===== config.mk =====
export PLATFORM = sky130hd
export DESIGN_NAME = frc_reg_cmd
export DESIGN_NICKNAME = d
export VERILOG_FILES = /design/src/frc_reg_cmd.v /design/src/frc_pin_sync.v /design/src/frc_op_timer.v
export VERILOG_INCLUDE_DIRS = /design/src
export SDC_FILE = /design/constraint.sdc
export NUM_CORES = 2
export LEC_CHECK = 0
export BUFFER_PORTS_ARGS = -buffer_cell sky130_fd_sc_hd__buf_2
export CORE_MARGIN = 5
export CORE_UTILIZATION = 58
export CTS_BUF_LIST = sky130_fd_sc_hd__clkbuf_16
export CTS_CLUSTER_SIZE = 30
export DETAILED_ROUTE_END_ITERATION = 8
export PLACE_DENSITY = 0.79
export SYNTH_ARGS = -nofsm -noshare
export SYNTH_HDL_FRONTEND = slang
export SYNTH_SLANG_ARGS = --single-unit

===== constraint.sdc =====
create_clock -name ref_clk -period 22 [get_ports ref_clk]
set_clock_uncertainty 0.2 [all_clocks]
set_input_delay 2.2 -clock ref_clk [delete_from_list [all_inputs] [get_ports ref_clk]]
set_output_delay 2.2 -clock ref_clk [all_outputs]
set_load 0.1 [all_outputs]

===== src/frc_reg_map.vh =====
// frc_reg_map.vh: opcodes, field positions, reset values and timing figures
// assumes: included by the register command block and the testbench
`ifndef FRC_REG_MAP_VH
`define FRC_REG_MAP_VH

// command opcodes
`define FRC_OP_WREN 8'h06
`define FRC_OP_WRDI 8'h04
`define FRC_OP_RDSR 8'h05
`define FRC_OP_WRSR 8'h01
`define FRC_OP_RDLOCK 8'he8
`define FRC_OP_WRLOCK 8'he5
`define FRC_OP_RDFSR 8'h70
`define FRC_OP_CLRFSR 8'h50
`define FRC_OP_RDNV 8'hb5
`define FRC_OP_WRNV 8'hb1
`define FRC_OP_RDVC 8'h85
`define FRC_OP_WRVC 8'h81
`define FRC_OP_RDEV 8'h65
`define FRC_OP_WREV 8'h61

// protocol select codes
`define FRC_MODE_EXT 2'd0
`define FRC_MODE_DUAL 2'd1
`define FRC_MODE_QUAD 2'd2

// bit counts seen on the link, opcode included
`define FRC_BITS_OPC 7'd8
`define FRC_BITS_ONE 7'd16
`define FRC_BITS_TWO 7'd24
`define FRC_BITS_ADDR 7'd32
`define FRC_BITS_LOCKW 7'd40
`define FRC_BITS_SAT 7'd120

// field positions
`define FRC_SR_PROT_BIT 5
`define FRC_LK_DOWN 1
`define FRC_LK_WLOCK 0

// reset values and reserved masks
`define FRC_SR_RESET 6'h00
`define FRC_NV_RESET 16'hffff
`define FRC_NV_RSVD 16'h0010
`define FRC_VC_RESET 8'hfb
`define FRC_VC_RSVD 8'h04
`define FRC_EV_RESET 8'hdf
`define FRC_EV_RSVD 8'h10

// timing figures in ns
`define FRC_CLK_NS 50
`define FRC_STATUS_WRITE_NS 1000000
`define FRC_NV_CONFIG_WRITE_NS 2000000
`define FRC_LATCH_CLEAR_NS 50

`endif


===== src/frc_reg_cmd.v =====
// frc_reg_cmd.v: register access command handler of a serial nor flash
// assumes: host drives chip select, serial clock and data lines; pe engine
// on ref_clk reports busy, suspend and error pulses
`timescale 1ns/100ps
`include "frc_reg_map.vh"
module frc_reg_cmd #(
   parameter SECTOR_BITS = 8,
   parameter [23:0] SW_CYCLES = (`FRC_STATUS_WRITE_NS + `FRC_CLK_NS - 1) / `FRC_CLK_NS,
   parameter [23:0] NV_CYCLES = (`FRC_NV_CONFIG_WRITE_NS + `FRC_CLK_NS - 1) / `FRC_CLK_NS
) (
   input wire ref_clk,
   input wire rst,
   input wire spi_clk,
   input wire chip_select_n,
   input wire [3:0] line_in,
   input wire write_protect_n,
   input wire [1:0] protocol_mode,
   input wire pe_busy,
   input wire erase_suspended,
   input wire err_erase,
   input wire err_program,
   input wire err_protect,
   input wire [SECTOR_BITS-1:0] pe_sector,
   output reg [3:0] line_out,
   output reg [3:0] line_oe,
   output reg write_in_progress,
   output reg write_enable_latch,
   output reg pe_write_locked,
   output reg [15:0] nv_config,
   output reg [7:0] v_config,
   output reg [7:0] ev_config
);

   localparam PH_IN = 2'd0;
   localparam PH_OUT = 2'd1;
   localparam PH_SKIP = 2'd2;
   localparam NSECT = 1 << SECTOR_BITS;

   wire [6:0] sync_lvl;
   wire [6:0] sync_rise;
   wire [3:0] line_s = sync_lvl[3:0];
   wire sclk_rise = sync_rise[4];
   wire cs_n_s = sync_lvl[5];
   wire cs_rise = sync_rise[5];
   wire wp_n_s = sync_lvl[6];
   wire tmr_busy;
   wire tmr_done;

   reg [1:0] phase;
   reg [6:0] total;
   reg [31:0] in_sr;
   reg [7:0] cmd;
   reg [15:0] out_sr;
   reg [4:0] out_cnt;
   reg nv_read;
   reg [SECTOR_BITS-1:0] rd_sector;
   reg [5:0] sr_hi;
   reg wel;
   reg fl_erase;
   reg fl_program;
   reg fl_protect;
   reg [5:0] pend_sr;
   reg [15:0] pend_nv;
   reg pend_is_nv;
   reg [1:0] lock_mem [0:NSECT-1];
   integer i;

   ////////////////////////////////////////////////////////////////////////
   // pin synchronisers and self-timed write counter

   frc_pin_sync #(.WIDTH(7), .IDLE(7'h60)) u_sync (  // select, protect idle high
      .ref_clk(ref_clk),
      .rst(rst),
      .pins({write_protect_n, chip_select_n, spi_clk, line_in}),
      .level(sync_lvl),
      .rise(sync_rise)
   );

   reg start_sw;
   reg start_nv;

   frc_op_timer #(.CW(24)) u_timer (
      .ref_clk(ref_clk),
      .rst(rst),
      .start(start_sw | start_nv),
      .load(start_nv ? NV_CYCLES : SW_CYCLES),
      .busy(tmr_busy),
      .done(tmr_done)
   );

   ////////////////////////////////////////////////////////////////////////
   // lane helpers

   function [4:0] lanes;
      input [1:0] m;
      begin
         case (m)
            `FRC_MODE_DUAL: lanes = 5'd2;
            `FRC_MODE_QUAD: lanes = 5'd4;
            default: lanes = 5'd1;
         endcase
      end
   endfunction

   // opcode and address come in on line 0, or on all active lanes
   function [31:0] shift_in;
      input [31:0] sr;
      input [3:0] d;
      input [1:0] m;
      begin
         case (m)
            `FRC_MODE_DUAL: shift_in = {sr[29:0], d[1:0]};
            `FRC_MODE_QUAD: shift_in = {sr[27:0], d};
            default: shift_in = {sr[30:0], d[0]};
         endcase
      end
   endfunction

   // extended answers on line 1 only
   function [3:0] pick;
      input [15:0] sr;
      input [1:0] m;
      begin
         case (m)
            `FRC_MODE_DUAL: pick = {2'b00, sr[15:14]};
            `FRC_MODE_QUAD: pick = sr[15:12];
            default: pick = {2'b00, sr[15], 1'b0};
         endcase
      end
   endfunction

   function [3:0] oe_mask;
      input [1:0] m;
      begin
         case (m)
            `FRC_MODE_DUAL: oe_mask = 4'h3;
            `FRC_MODE_QUAD: oe_mask = 4'hf;
            default: oe_mask = 4'h2;
         endcase
      end
   endfunction

   wire busy_all = tmr_busy | pe_busy;
   wire [7:0] status_byte = {sr_hi, wel, tmr_busy};
   wire [7:0] flag_byte = {~busy_all, erase_suspended, fl_erase, fl_program,
      2'b00, fl_protect, 1'b0};

   // byte answered by the single-byte reads, read live so polling tracks
   function [7:0] reg_byte;
      input [7:0] c;
      input [1:0] lk;
      begin
         case (c)
            `FRC_OP_RDSR: reg_byte = status_byte;
            `FRC_OP_RDFSR: reg_byte = flag_byte;
            `FRC_OP_RDVC: reg_byte = v_config;
            `FRC_OP_RDEV: reg_byte = ev_config;
            `FRC_OP_RDLOCK: reg_byte = {6'b000000, lk};
            default: reg_byte = 8'h00;
         endcase
      end
   endfunction

   ////////////////////////////////////////////////////////////////////////
   // next-value logic for the shifters

   wire [4:0] w = lanes(protocol_mode);
   wire in_edge = ~cs_n_s & sclk_rise & (phase == PH_IN);
   wire [31:0] next_in = shift_in(in_sr, line_s, protocol_mode);
   wire [6:0] next_total = (total < `FRC_BITS_SAT) ? total + {2'b00, w} : total;
   wire opc_done = in_edge & (next_total == `FRC_BITS_OPC);
   wire [7:0] opc = next_in[7:0];
   wire clr_fsr = opc_done & (opc == `FRC_OP_CLRFSR);
   wire lk_addr_done = in_edge & (cmd == `FRC_OP_RDLOCK) &
      (next_total == `FRC_BITS_ADDR);
   wire [SECTOR_BITS-1:0] addr_sector = next_in[23:24-SECTOR_BITS];
   wire [SECTOR_BITS-1:0] wr_sector = in_sr[31:32-SECTOR_BITS];

   reg is_read_opc;
   reg load_now;
   reg [15:0] out_src;
   reg [4:0] out_len;

   always @* begin
      case (opc)
         `FRC_OP_RDSR, `FRC_OP_RDFSR, `FRC_OP_RDNV,
         `FRC_OP_RDVC, `FRC_OP_RDEV: is_read_opc = 1'b1;
         default: is_read_opc = 1'b0;
      endcase
      // busy cycle keeps running, lock read just stays silent
      load_now = (opc_done & is_read_opc) | (lk_addr_done & ~busy_all);
      if (phase == PH_OUT) begin
         if (out_cnt == 5'd0) begin
            out_src = nv_read ? 16'h0000 : {reg_byte(cmd, lock_mem[rd_sector]), 8'h00};
            out_len = 5'd8;
         end else begin
            out_src = out_sr;
            out_len = out_cnt;
         end
      end else if (opc_done & (opc == `FRC_OP_RDNV)) begin
         out_src = nv_config | `FRC_NV_RSVD;
         out_len = 5'd16;
      end else if (opc_done) begin
         out_src = {reg_byte(opc, 2'b00), 8'h00};
         out_len = 5'd8;
      end else begin
         out_src = {reg_byte(`FRC_OP_RDLOCK, lock_mem[addr_sector]), 8'h00};
         out_len = 5'd8;
      end
   end

   ////////////////////////////////////////////////////////////////////////
   // write acceptance at the select rising edge

   wire cnt_one = (total == `FRC_BITS_ONE);
   wire wr_ok = cs_rise & wel & ~busy_all;
   wire hw_prot = ~wp_n_s & sr_hi[`FRC_SR_PROT_BIT];
   wire vc_ok = wr_ok & cnt_one & (cmd == `FRC_OP_WRVC);
   wire ev_ok = wr_ok & cnt_one & (cmd == `FRC_OP_WREV);
   // suspended erase frees the array engine for lock changes
   wire lk_ok = cs_rise & wel & ~tmr_busy & (~pe_busy | erase_suspended) &
      (cmd == `FRC_OP_WRLOCK) & (total == `FRC_BITS_LOCKW);

   always @* begin
      start_sw = wr_ok & cnt_one & (cmd == `FRC_OP_WRSR) & ~hw_prot;
      start_nv = wr_ok & (cmd == `FRC_OP_WRNV) & (total == `FRC_BITS_TWO);
   end

   ////////////////////////////////////////////////////////////////////////
   // link, register and lock state

   always @(posedge ref_clk or posedge rst) begin
      if (rst) begin
         phase <= PH_IN;
         total <= 7'd0;
         in_sr <= 32'h00000000;
         cmd <= 8'h00;
         out_sr <= 16'h0000;
         out_cnt <= 5'd0;
         nv_read <= 1'b0;
         rd_sector <= {SECTOR_BITS{1'b0}};
         line_out <= 4'h0;
         line_oe <= 4'h0;
         sr_hi <= `FRC_SR_RESET;
         wel <= 1'b0;
         fl_erase <= 1'b0;
         fl_program <= 1'b0;
         fl_protect <= 1'b0;
         pend_sr <= `FRC_SR_RESET;
         pend_nv <= `FRC_NV_RESET;
         pend_is_nv <= 1'b0;
         nv_config <= `FRC_NV_RESET;
         v_config <= `FRC_VC_RESET;
         ev_config <= `FRC_EV_RESET;
         write_in_progress <= 1'b0;
         write_enable_latch <= 1'b0;
         pe_write_locked <= 1'b0;
         for (i = 0; i < NSECT; i = i + 1) begin
            lock_mem[i] <= 2'b00;
         end
      end else begin
         // a new error pulse beats a clear in the same cycle
         fl_erase <= (fl_erase & ~clr_fsr) | err_erase;
         fl_program <= (fl_program & ~clr_fsr) | err_program;
         fl_protect <= (fl_protect & ~clr_fsr) | err_protect;
         if (cs_n_s) begin
            phase <= PH_IN;
            total <= 7'd0;
            line_oe <= 4'h0;
         end else if (sclk_rise) begin
            if (phase == PH_IN) begin
               in_sr <= next_in;
               total <= next_total;
            end
            if (opc_done) begin
               cmd <= opc;
               nv_read <= (opc == `FRC_OP_RDNV);
               if (opc == `FRC_OP_WREN && !tmr_busy) begin
                  wel <= 1'b1;
               end
               if (opc == `FRC_OP_WRDI && !tmr_busy) begin
                  wel <= 1'b0;
               end
            end
            if (lk_addr_done) begin
               rd_sector <= addr_sector;
               if (busy_all) begin
                  phase <= PH_SKIP;
               end
            end
            // data moves out right after the sampling edge, one edge ahead
            if (load_now || phase == PH_OUT) begin
               phase <= PH_OUT;
               line_out <= pick(out_src, protocol_mode);
               out_sr <= out_src << w;
               out_cnt <= out_len - w;
               line_oe <= oe_mask(protocol_mode);
            end
         end
         if (start_sw) begin
            pend_sr <= in_sr[7:2];
            pend_is_nv <= 1'b0;
         end
         if (start_nv) begin
            pend_nv <= {in_sr[7:0], in_sr[15:8]};
            pend_is_nv <= 1'b1;
         end
         if (tmr_done) begin
            if (pend_is_nv) begin
               nv_config <= pend_nv;
            end else begin
               sr_hi <= pend_sr;
            end
            wel <= 1'b0;
         end
         if (vc_ok) begin
            v_config <= (in_sr[7:0] & ~`FRC_VC_RSVD) | (v_config & `FRC_VC_RSVD);
            wel <= 1'b0;
         end
         if (ev_ok) begin
            ev_config <= (in_sr[7:0] & ~`FRC_EV_RSVD) | (ev_config & `FRC_EV_RSVD);
            wel <= 1'b0;
         end
         if (lk_ok) begin
            if (!lock_mem[wr_sector][`FRC_LK_DOWN]) begin
               lock_mem[wr_sector] <= in_sr[1:0];
            end
            wel <= 1'b0;
         end
         write_in_progress <= tmr_busy | start_sw | start_nv;
         write_enable_latch <= wel;
         pe_write_locked <= lock_mem[pe_sector][`FRC_LK_WLOCK];
      end
   end

endmodule // frc_reg_cmd


===== src/frc_pin_sync.v =====
// frc_pin_sync.v: two-flop synchroniser with edge detection for link pins
// assumes: pins come from outside the ref_clk domain
`timescale 1ns/100ps
module frc_pin_sync #(
   parameter WIDTH = 7,
   // reset to the pins' idle levels so no false edge follows reset
   parameter [WIDTH-1:0] IDLE = {WIDTH{1'b0}}
) (
   input wire ref_clk,
   input wire rst,
   input wire [WIDTH-1:0] pins,
   output wire [WIDTH-1:0] level,
   output wire [WIDTH-1:0] rise
);

   reg [WIDTH-1:0] meta;
   reg [WIDTH-1:0] stable;
   reg [WIDTH-1:0] prev;

   ////////////////////////////////////////////////////////////////////////
   // first stage feeds only the second
   always @(posedge ref_clk or posedge rst) begin
      if (rst) begin
         meta <= IDLE;
         stable <= IDLE;
         prev <= IDLE;
      end else begin
         meta <= pins;
         stable <= meta;
         prev <= stable;
      end
   end

   assign level = stable;
   assign rise = stable & ~prev;

endmodule // frc_pin_sync


===== src/frc_op_timer.v =====
// frc_op_timer.v: down counter timing a self-timed register write
// assumes: start is a one-cycle pulse on ref_clk, load at least 1
`timescale 1ns/100ps
module frc_op_timer #(
   parameter CW = 24
) (
   input wire ref_clk,
   input wire rst,
   input wire start,
   input wire [CW-1:0] load,
   output reg busy,
   output reg done
);

   reg [CW-1:0] count;

   ////////////////////////////////////////////////////////////////////////
   always @(posedge ref_clk or posedge rst) begin
      if (rst) begin
         count <= {CW{1'b0}};
         busy <= 1'b0;
         done <= 1'b0;
      end else begin
         done <= 1'b0;
         if (start) begin
            count <= load;
            busy <= 1'b1;
         end else if (busy) begin
            if (count <= {{(CW-1){1'b0}}, 1'b1}) begin
               busy <= 1'b0;
               done <= 1'b1;
            end else begin
               count <= count - {{(CW-1){1'b0}}, 1'b1};
            end
         end
      end
   end

endmodule // frc_op_timer


# == Word-level counts from Yosys, hierarchy flattened ==
# Cells that the tools add are included.
# classes
bitwise,52
eq_ne,28
shifts,1
reduce_logical,30
n_lt_le_gt_ge,7
n_mux,63
add_sub_neg,3
# op_table
cell,n
$bwmux W512,1
$mux W16,6
$mux W24,3
$bmux W2 S8,4
$pmux W32 S2,1
$eq A8 B8 Y1 const B,7
$eq A8 B7 Y1 const B,6
$pmux W8 S5,1
$ge A9 B9 Y1 const B,4
$not A8 Y9,4
$eq A8 B3 Y1 const B,4
$pmux W8 S4,1
$mux W7,4
$and A1 B1 Y1,26
$le A24 B1 Y1 const B,1
$mux W2,12
$sub A24 B1 Y24 const B,1
$mux W1,20
$demux W2 S8,1
$pmux W4 S2,2
$shl A16 B5 Y16,1
$mux W5,3
$reduce_and A3 Y1,5
$eq A7 B5 Y1 const B,2
other kinds (31),64
# word_totals
regBits,713
wordCells,470
output_inout_bits,43

# == Depth between registers and ports, before layout ==
# logic_depth
depth_word,13
depth_mapped,19
mapped_depth_nobuf,15

# == Modules after synthesis ==
# A second synthesis with hierarchy kept.
# hier_totals
cells_unflattened,3826
hier_area_um2,42929.9
# modules_own_cells
module,area_each_um2,cells_each,seq_area_each_um2,instances
frc_reg_cmd,40634.0,3623,16672.2,1
frc_op_timer,1662.8,174,650.6,1
frc_pin_sync,633.1,29,533.0,1

# == Worst setup path after synthesis ==
# Ideal clock, no wire load.
# synth_timing
path_type,input-to-reg
startpoint,input protocol_mode[0]
endpoint,register out_sr[14]
arrival_time_ns,5.731
setup_time_ns,0.138
required_ns,21.662
path_slack_ns,15.931
path_buffers,3
path_stages,16
path_cell_list,inv_1 > ha_1 > clkbuf_1 > nor2b_1 > nor2_1 > buf_2 > buf_1 > nand3_1 > a22oi_1 > o311ai_0 > mux2_2 > a2111oi_0 > a2bb2oi_1 > a2bb2oi_1 > a222oi_1 > o21ai_0
# synth_via
elab_chain_len,10
word_cells_on_any_way,32
# synth_rtl
item,line_no,rtl
from (decl),frc_reg_cmd.v:17,"input wire [1:0] protocol_mode,"
$eq A2 B2 Y1 or $eq A2 B1 Y1 (tied branches),"frc_reg_cmd.v:97, frc_reg_cmd.v:111",
$pmux W32 S2 or $pmux W3 S2 (tied branches),"frc_reg_cmd.v:111, frc_reg_cmd.v:97",
$not A8 Y9 (implied by the code) or $add A7 B5 Y7 (tied branches),"frc_reg_cmd.v:207, frc_reg_cmd.v:170",
$bmux W2 S8 or $mux W7 (tied branches),"frc_reg_cmd.v:207, frc_reg_cmd.v:170",
"$mux W2 (implied by the code), or another cell as far along (2 in a row)",frc_reg_cmd.v:207,"out_src = {reg_byte(`FRC_OP_RDLOCK, lock_mem[addr_sector]), 8'h00};"
"$mux W16, or another cell as far along",frc_reg_cmd.v:203,end else if (opc_done) begin
$mux W16 or $or A1 B1 Y1 (tied branches),"frc_reg_cmd.v:200, frc_reg_cmd.v:191",
$mux W16 or $logic_or A1 B1 Y1 (tied branches),"frc_reg_cmd.v:192, frc_reg_cmd.v:292",
$shl A16 B5 Y16 or $reduce_and A3 Y1 (tied branches),-,
to (signal assigned),frc_reg_cmd.v:295,out_sr <= out_src << w;
to (decl),frc_reg_cmd.v:53,reg [15:0] out_sr;
# Several ways; a longest one is shown, not always the timed one. The select of a mux whose other input is x is not followed.
# A chain may end at the register's enable or synchronous reset.

# == Worst setup path in the final report ==
# layout_timing
startpoint,input protocol_mode[0]
endpoint,register out_sr[15]
# The elaborated chain is that of the path after synthesis.

==> flow_metrics.py <==
metrics = {
    "yosys": {
        "ys_async_sr_fraction_pct": 100,
        "ys_types": 85,
        "avgSynthCellArea_um2": 10.8,
        "yosys_warnings": 0,
        "synth_cells": 3952,
        "syn-cell-area_um2": 42700,
        "postSynthRegisterBits": 706,
        "ys.flop_type": "dfrtp_1",
        "ys_seq_area_share_pct": 41.5,
        "synth_edf_count": 0,
        "synth_fp_nets": 3987,
    },
    "critical_path": {
        "critical_path_class": "input pin to flip-flop",
        "required_ns": 22.32,
        "r2r_setup_slack_ns": 14.74,
        "worst_setup_path_end_kind": "flip-flop",
        "cp.arrival_ns": 8.35,
        "cp_max_fo": 77,
        "rr_endpoint": "lock_mem[374]$_DFFE_PP0P_",
        "crit_path_start_kind": "input pin",
        "crit_path_end": "out_sr[15]$_DFFE_PP0P_",
        "ff2ff_path_depth": 12,
        "r2r-start": "in_sr[24]$_DFFE_PP0P_",
        "setup.worst_path.start": "protocol_mode[0]",
    },
    "grt": {
        "grt_antenna_before_repair": 3,
        "track_usage_pct": 35.5,
        "grt_pass1_vias": 35381,
        "grt_pass1_wl_um": 217000,
        "grt_max_degree": 174,
        "grt_overflow_total": 0,
    },
    "routing": {
        "wl_um": 143000,
        "drc": 0,
        "dr.pass1.iters": 7,
        "vias": 35927,
        "wl_per_cell_um": 29.6,
        "drtAntennaViolNets": 0,
        "vias_per_cell": 7.41,
        "drtIter0Drc": 5554,
    },
    "sta": {
        "relSlewSlack_pct": 4.43,
        "hold_viol": 0,
        "tightest_slew_ns": 1.43,
        "fin_crit_sh_pct": 36.5,
        "rsz0062_at_grt": "false",
        "max_freq_ghz": 0.125,
        "setup_tns_ns": 0,
        "fin_hold_ws_ns": 0.160,
        "setup_viol": 0,
        "maxSlewViolCount": 0,
        "min_period_ns": 8.03,
    },
    "cells_and_area": {
        "design_area_um2": 46000,
        "drive_gt1_share_pct": 24.0,
        "final_util_pct": 63.0,
        "nFillCells": 5552,
        "nNetsFinal": 3860,
        "area_delta_synth_final_pct": 7.62,
    },
    "die": {
        "num_rows": 99,
        "io_pins": 67,
        "die_y_um": 281,
        "die_area_um2": 79200,
        "fp.coreArea_um2": 73000,
        "initial_core_util_pct": 58.6,
        "die_w_um": 281,
    },
    "clock_tree": {
        "tritoncts": "built",
        "cts_resized": 0,
        "cts.clk_slew.worst_paths_ns": 0.06,
        "postCtsHoldBufs": 0,
        "clockBufferDepth": 3,
        "clk_latency_ns": 0.66,
        "htree_levels": 3,
        "cts-root-buf": "clkbuf_16",
        "cts_buffers": 76,
        "post_cts_buffers": 0,
        "clock-sinks": 706,
    },
    "power": {
        "combPwrFrac_pct": 18.3,
        "max-vdd-ir-drop_mv": 0.0655,
        "power_frac_seq_pct": 42.4,
        "power_frac_clock_pct": 39.4,
        "p_sw_share_pct": 32.6,
        "cellLeakagePower_nw": 21.2,
        "power_density_nw_per_um2": 70.7,
        "power.internal_w": 0.00219,
        "netSwitchingPower_w": 0.00106,
        "power_w": 0.00325,
    },
    "place": {
        "post_dp_cell_area_um2": 43500,
        "numPortBuffers": 64,
        "hpwl_um": 89000,
        "gp_congestion": 0.984,
    },
    "min_path": {
        "min_path_type": "flip-flop to flip-flop",
    },
    "flow_run": {
        "maxCapViolations": 0,
    },
    "status": {
        "outcome": "completed",
    },
}
[routing by layer]
layer / vias to the layer above / track usage (%) / part of all wire (%)
met2: 2939 / 51.5 / 43
met5: - / 0.477 / 0.057
li1: 14534 / - / -
met3: 800 / 13.6 / 15
met4: 6 / 21.5 / 8.0
met1: 17648 / 45.7 / 34
[worst min path at each step]
stage | startpoint | end | slack [ns] | depth (start not counted)
finish | u_sync.meta[6]$_DFF_PP1_ | u_sync.level[6]$_DFF_PP1_ | 0.16 | 0
global route | u_sync.meta[6]$_DFF_PP1_ | u_sync.level[6]$_DFF_PP1_ | 0.17 | 0
global placement | u_sync.meta[4]$_DFF_PP0_ | u_sync.level[4]$_DFF_PP0_ | 0.14 | 0
floorplan | u_sync.meta[0]$_DFF_PP0_ | u_sync.level[0]$_DFF_PP0_ | 0.13 | 0
CTS | u_sync.meta[6]$_DFF_PP1_ | u_sync.level[6]$_DFF_PP1_ | 0.16 | 0
detailed placement | u_sync.meta[6]$_DFF_PP1_ | u_sync.level[6]$_DFF_PP1_ | 0.15 | 0
[cell usage in the layout (no fill, tap or decap), drive strengths merged, types with 13 or more instances in the layout]
cell type / instances
nand3: 133
mux2: 284
nor3: 38
xnor2: 16
nor2: 307
mux4: 324
a21o: 266
nor4: 31
o221ai: 13
a211oi: 51
a21oi: 71
dfstp: 50
nand2b: 30
nor2b: 29
a31oi: 58
clkbuf: 79
or3: 15
nand4: 24
o21ai: 154
o22ai: 38
a22oi: 27
inv: 36
a221o: 27
nand2: 589
clkinv: 35
and3: 54
dfrtp: 656
buf: 134
and2: 16
mux2i: 104
[area by class of cell]
cell class | instances | area (um^2) | area share, %
Antenna cell | 1 | 2.50 | 0.00544
Timing Repair Buffer | 134 | 873 | 1.90
Clock buffer | 79 | 1980 | 4.30
Sequential cell | 706 | 17800 | 38.6
Tap cell | 959 | 1200 | 2.61
Clock inverter | 60 | 458 | 0.996
Multi-Input combinational cell | 2885 | 23600 | 51.4
Inverter | 22 | 86.3 | 0.188
[synthesized netlist by cell type (all sizes together), types with 51 or more instances]
library cell / instances / area (um^2)
dfrtp: 656 / 16400
nand2: 589 / 2210
mux4: 324 / 7300
nor2: 307 / 1170
mux2: 284 / 3200
a21o: 266 / 2000
clkbuf: 229 / 860
o21ai: 154 / 771
nand3: 133 / 676
buf: 110 / 529
mux2i: 104 / 1040
a21oi: 71 / 355
a31oi: 58 / 363
and3: 54 / 338
a211oi: 51 / 383
[power by group through the flow]
stage                     clock network, W  registers, W  logic (W)
after CTS                          0.00128       0.00137   0.000559
after floorplan                          0       0.00135   0.000387
after global routing               0.00133       0.00138   0.000605
final                              0.00128       0.00138   0.000593
after global placement                   0       0.00140   0.000549
after detailed placement                 0       0.00140   0.000555
[per-stage QoR]
step	instances	worst slack [ns]
2_1_floorplan	3952	9.97
3_5_place_dp	4706	13.66
4_1_cts	4845	14.30
5_1_grt	4845	13.89
3_3_place_gp	4706	13.81
6_report	4846	13.97
[sequential cells by signal (all words and copies together) (netlist names), 5 cells and up]
name and flops:
out_sr 16, out_cnt 5, u_sync.meta 7, cmd 8
lock_mem 512, nv_config 16, ev_config 7, in_sr 32
v_config 7, u_sync.level 7, u_timer.count 24, pend_nv 16
rd_sector 8, sr_hi 6, total 7, pend_sr 6
[worst max-delay path: stages]
cell	delay, ns
buf_2	0.12
inv_1	0.09
ha_2	0.27
buf_4	0.35
a221o_1	0.37
buf_4	0.32
nand2_4	0.55
buf_4	0.65
buf_4	0.64
mux4_2	0.39
a2111oi_0	0.48
a211oi_1	0.07
or4_1	0.71
a31oi_1	0.42
o21ai_1	0.18
a21oi_1	0.26
o21ai_0	0.13
[logic make-up after synthesis]
group | count (synthesis) | share of synthesized area [%]
buf+inv | 361 | 3.44
compound gates | 819 | 13.3
flops | 706 | 41.5
mux | 712 | 27.0
other cells | 2 | 0.0176
simple gates | 1317 | 13.9
fa+ha+maj | 11 | 0.322
xor+xnor | 24 | 0.524
Note: power is estimated with default switching activity, not from simulation.
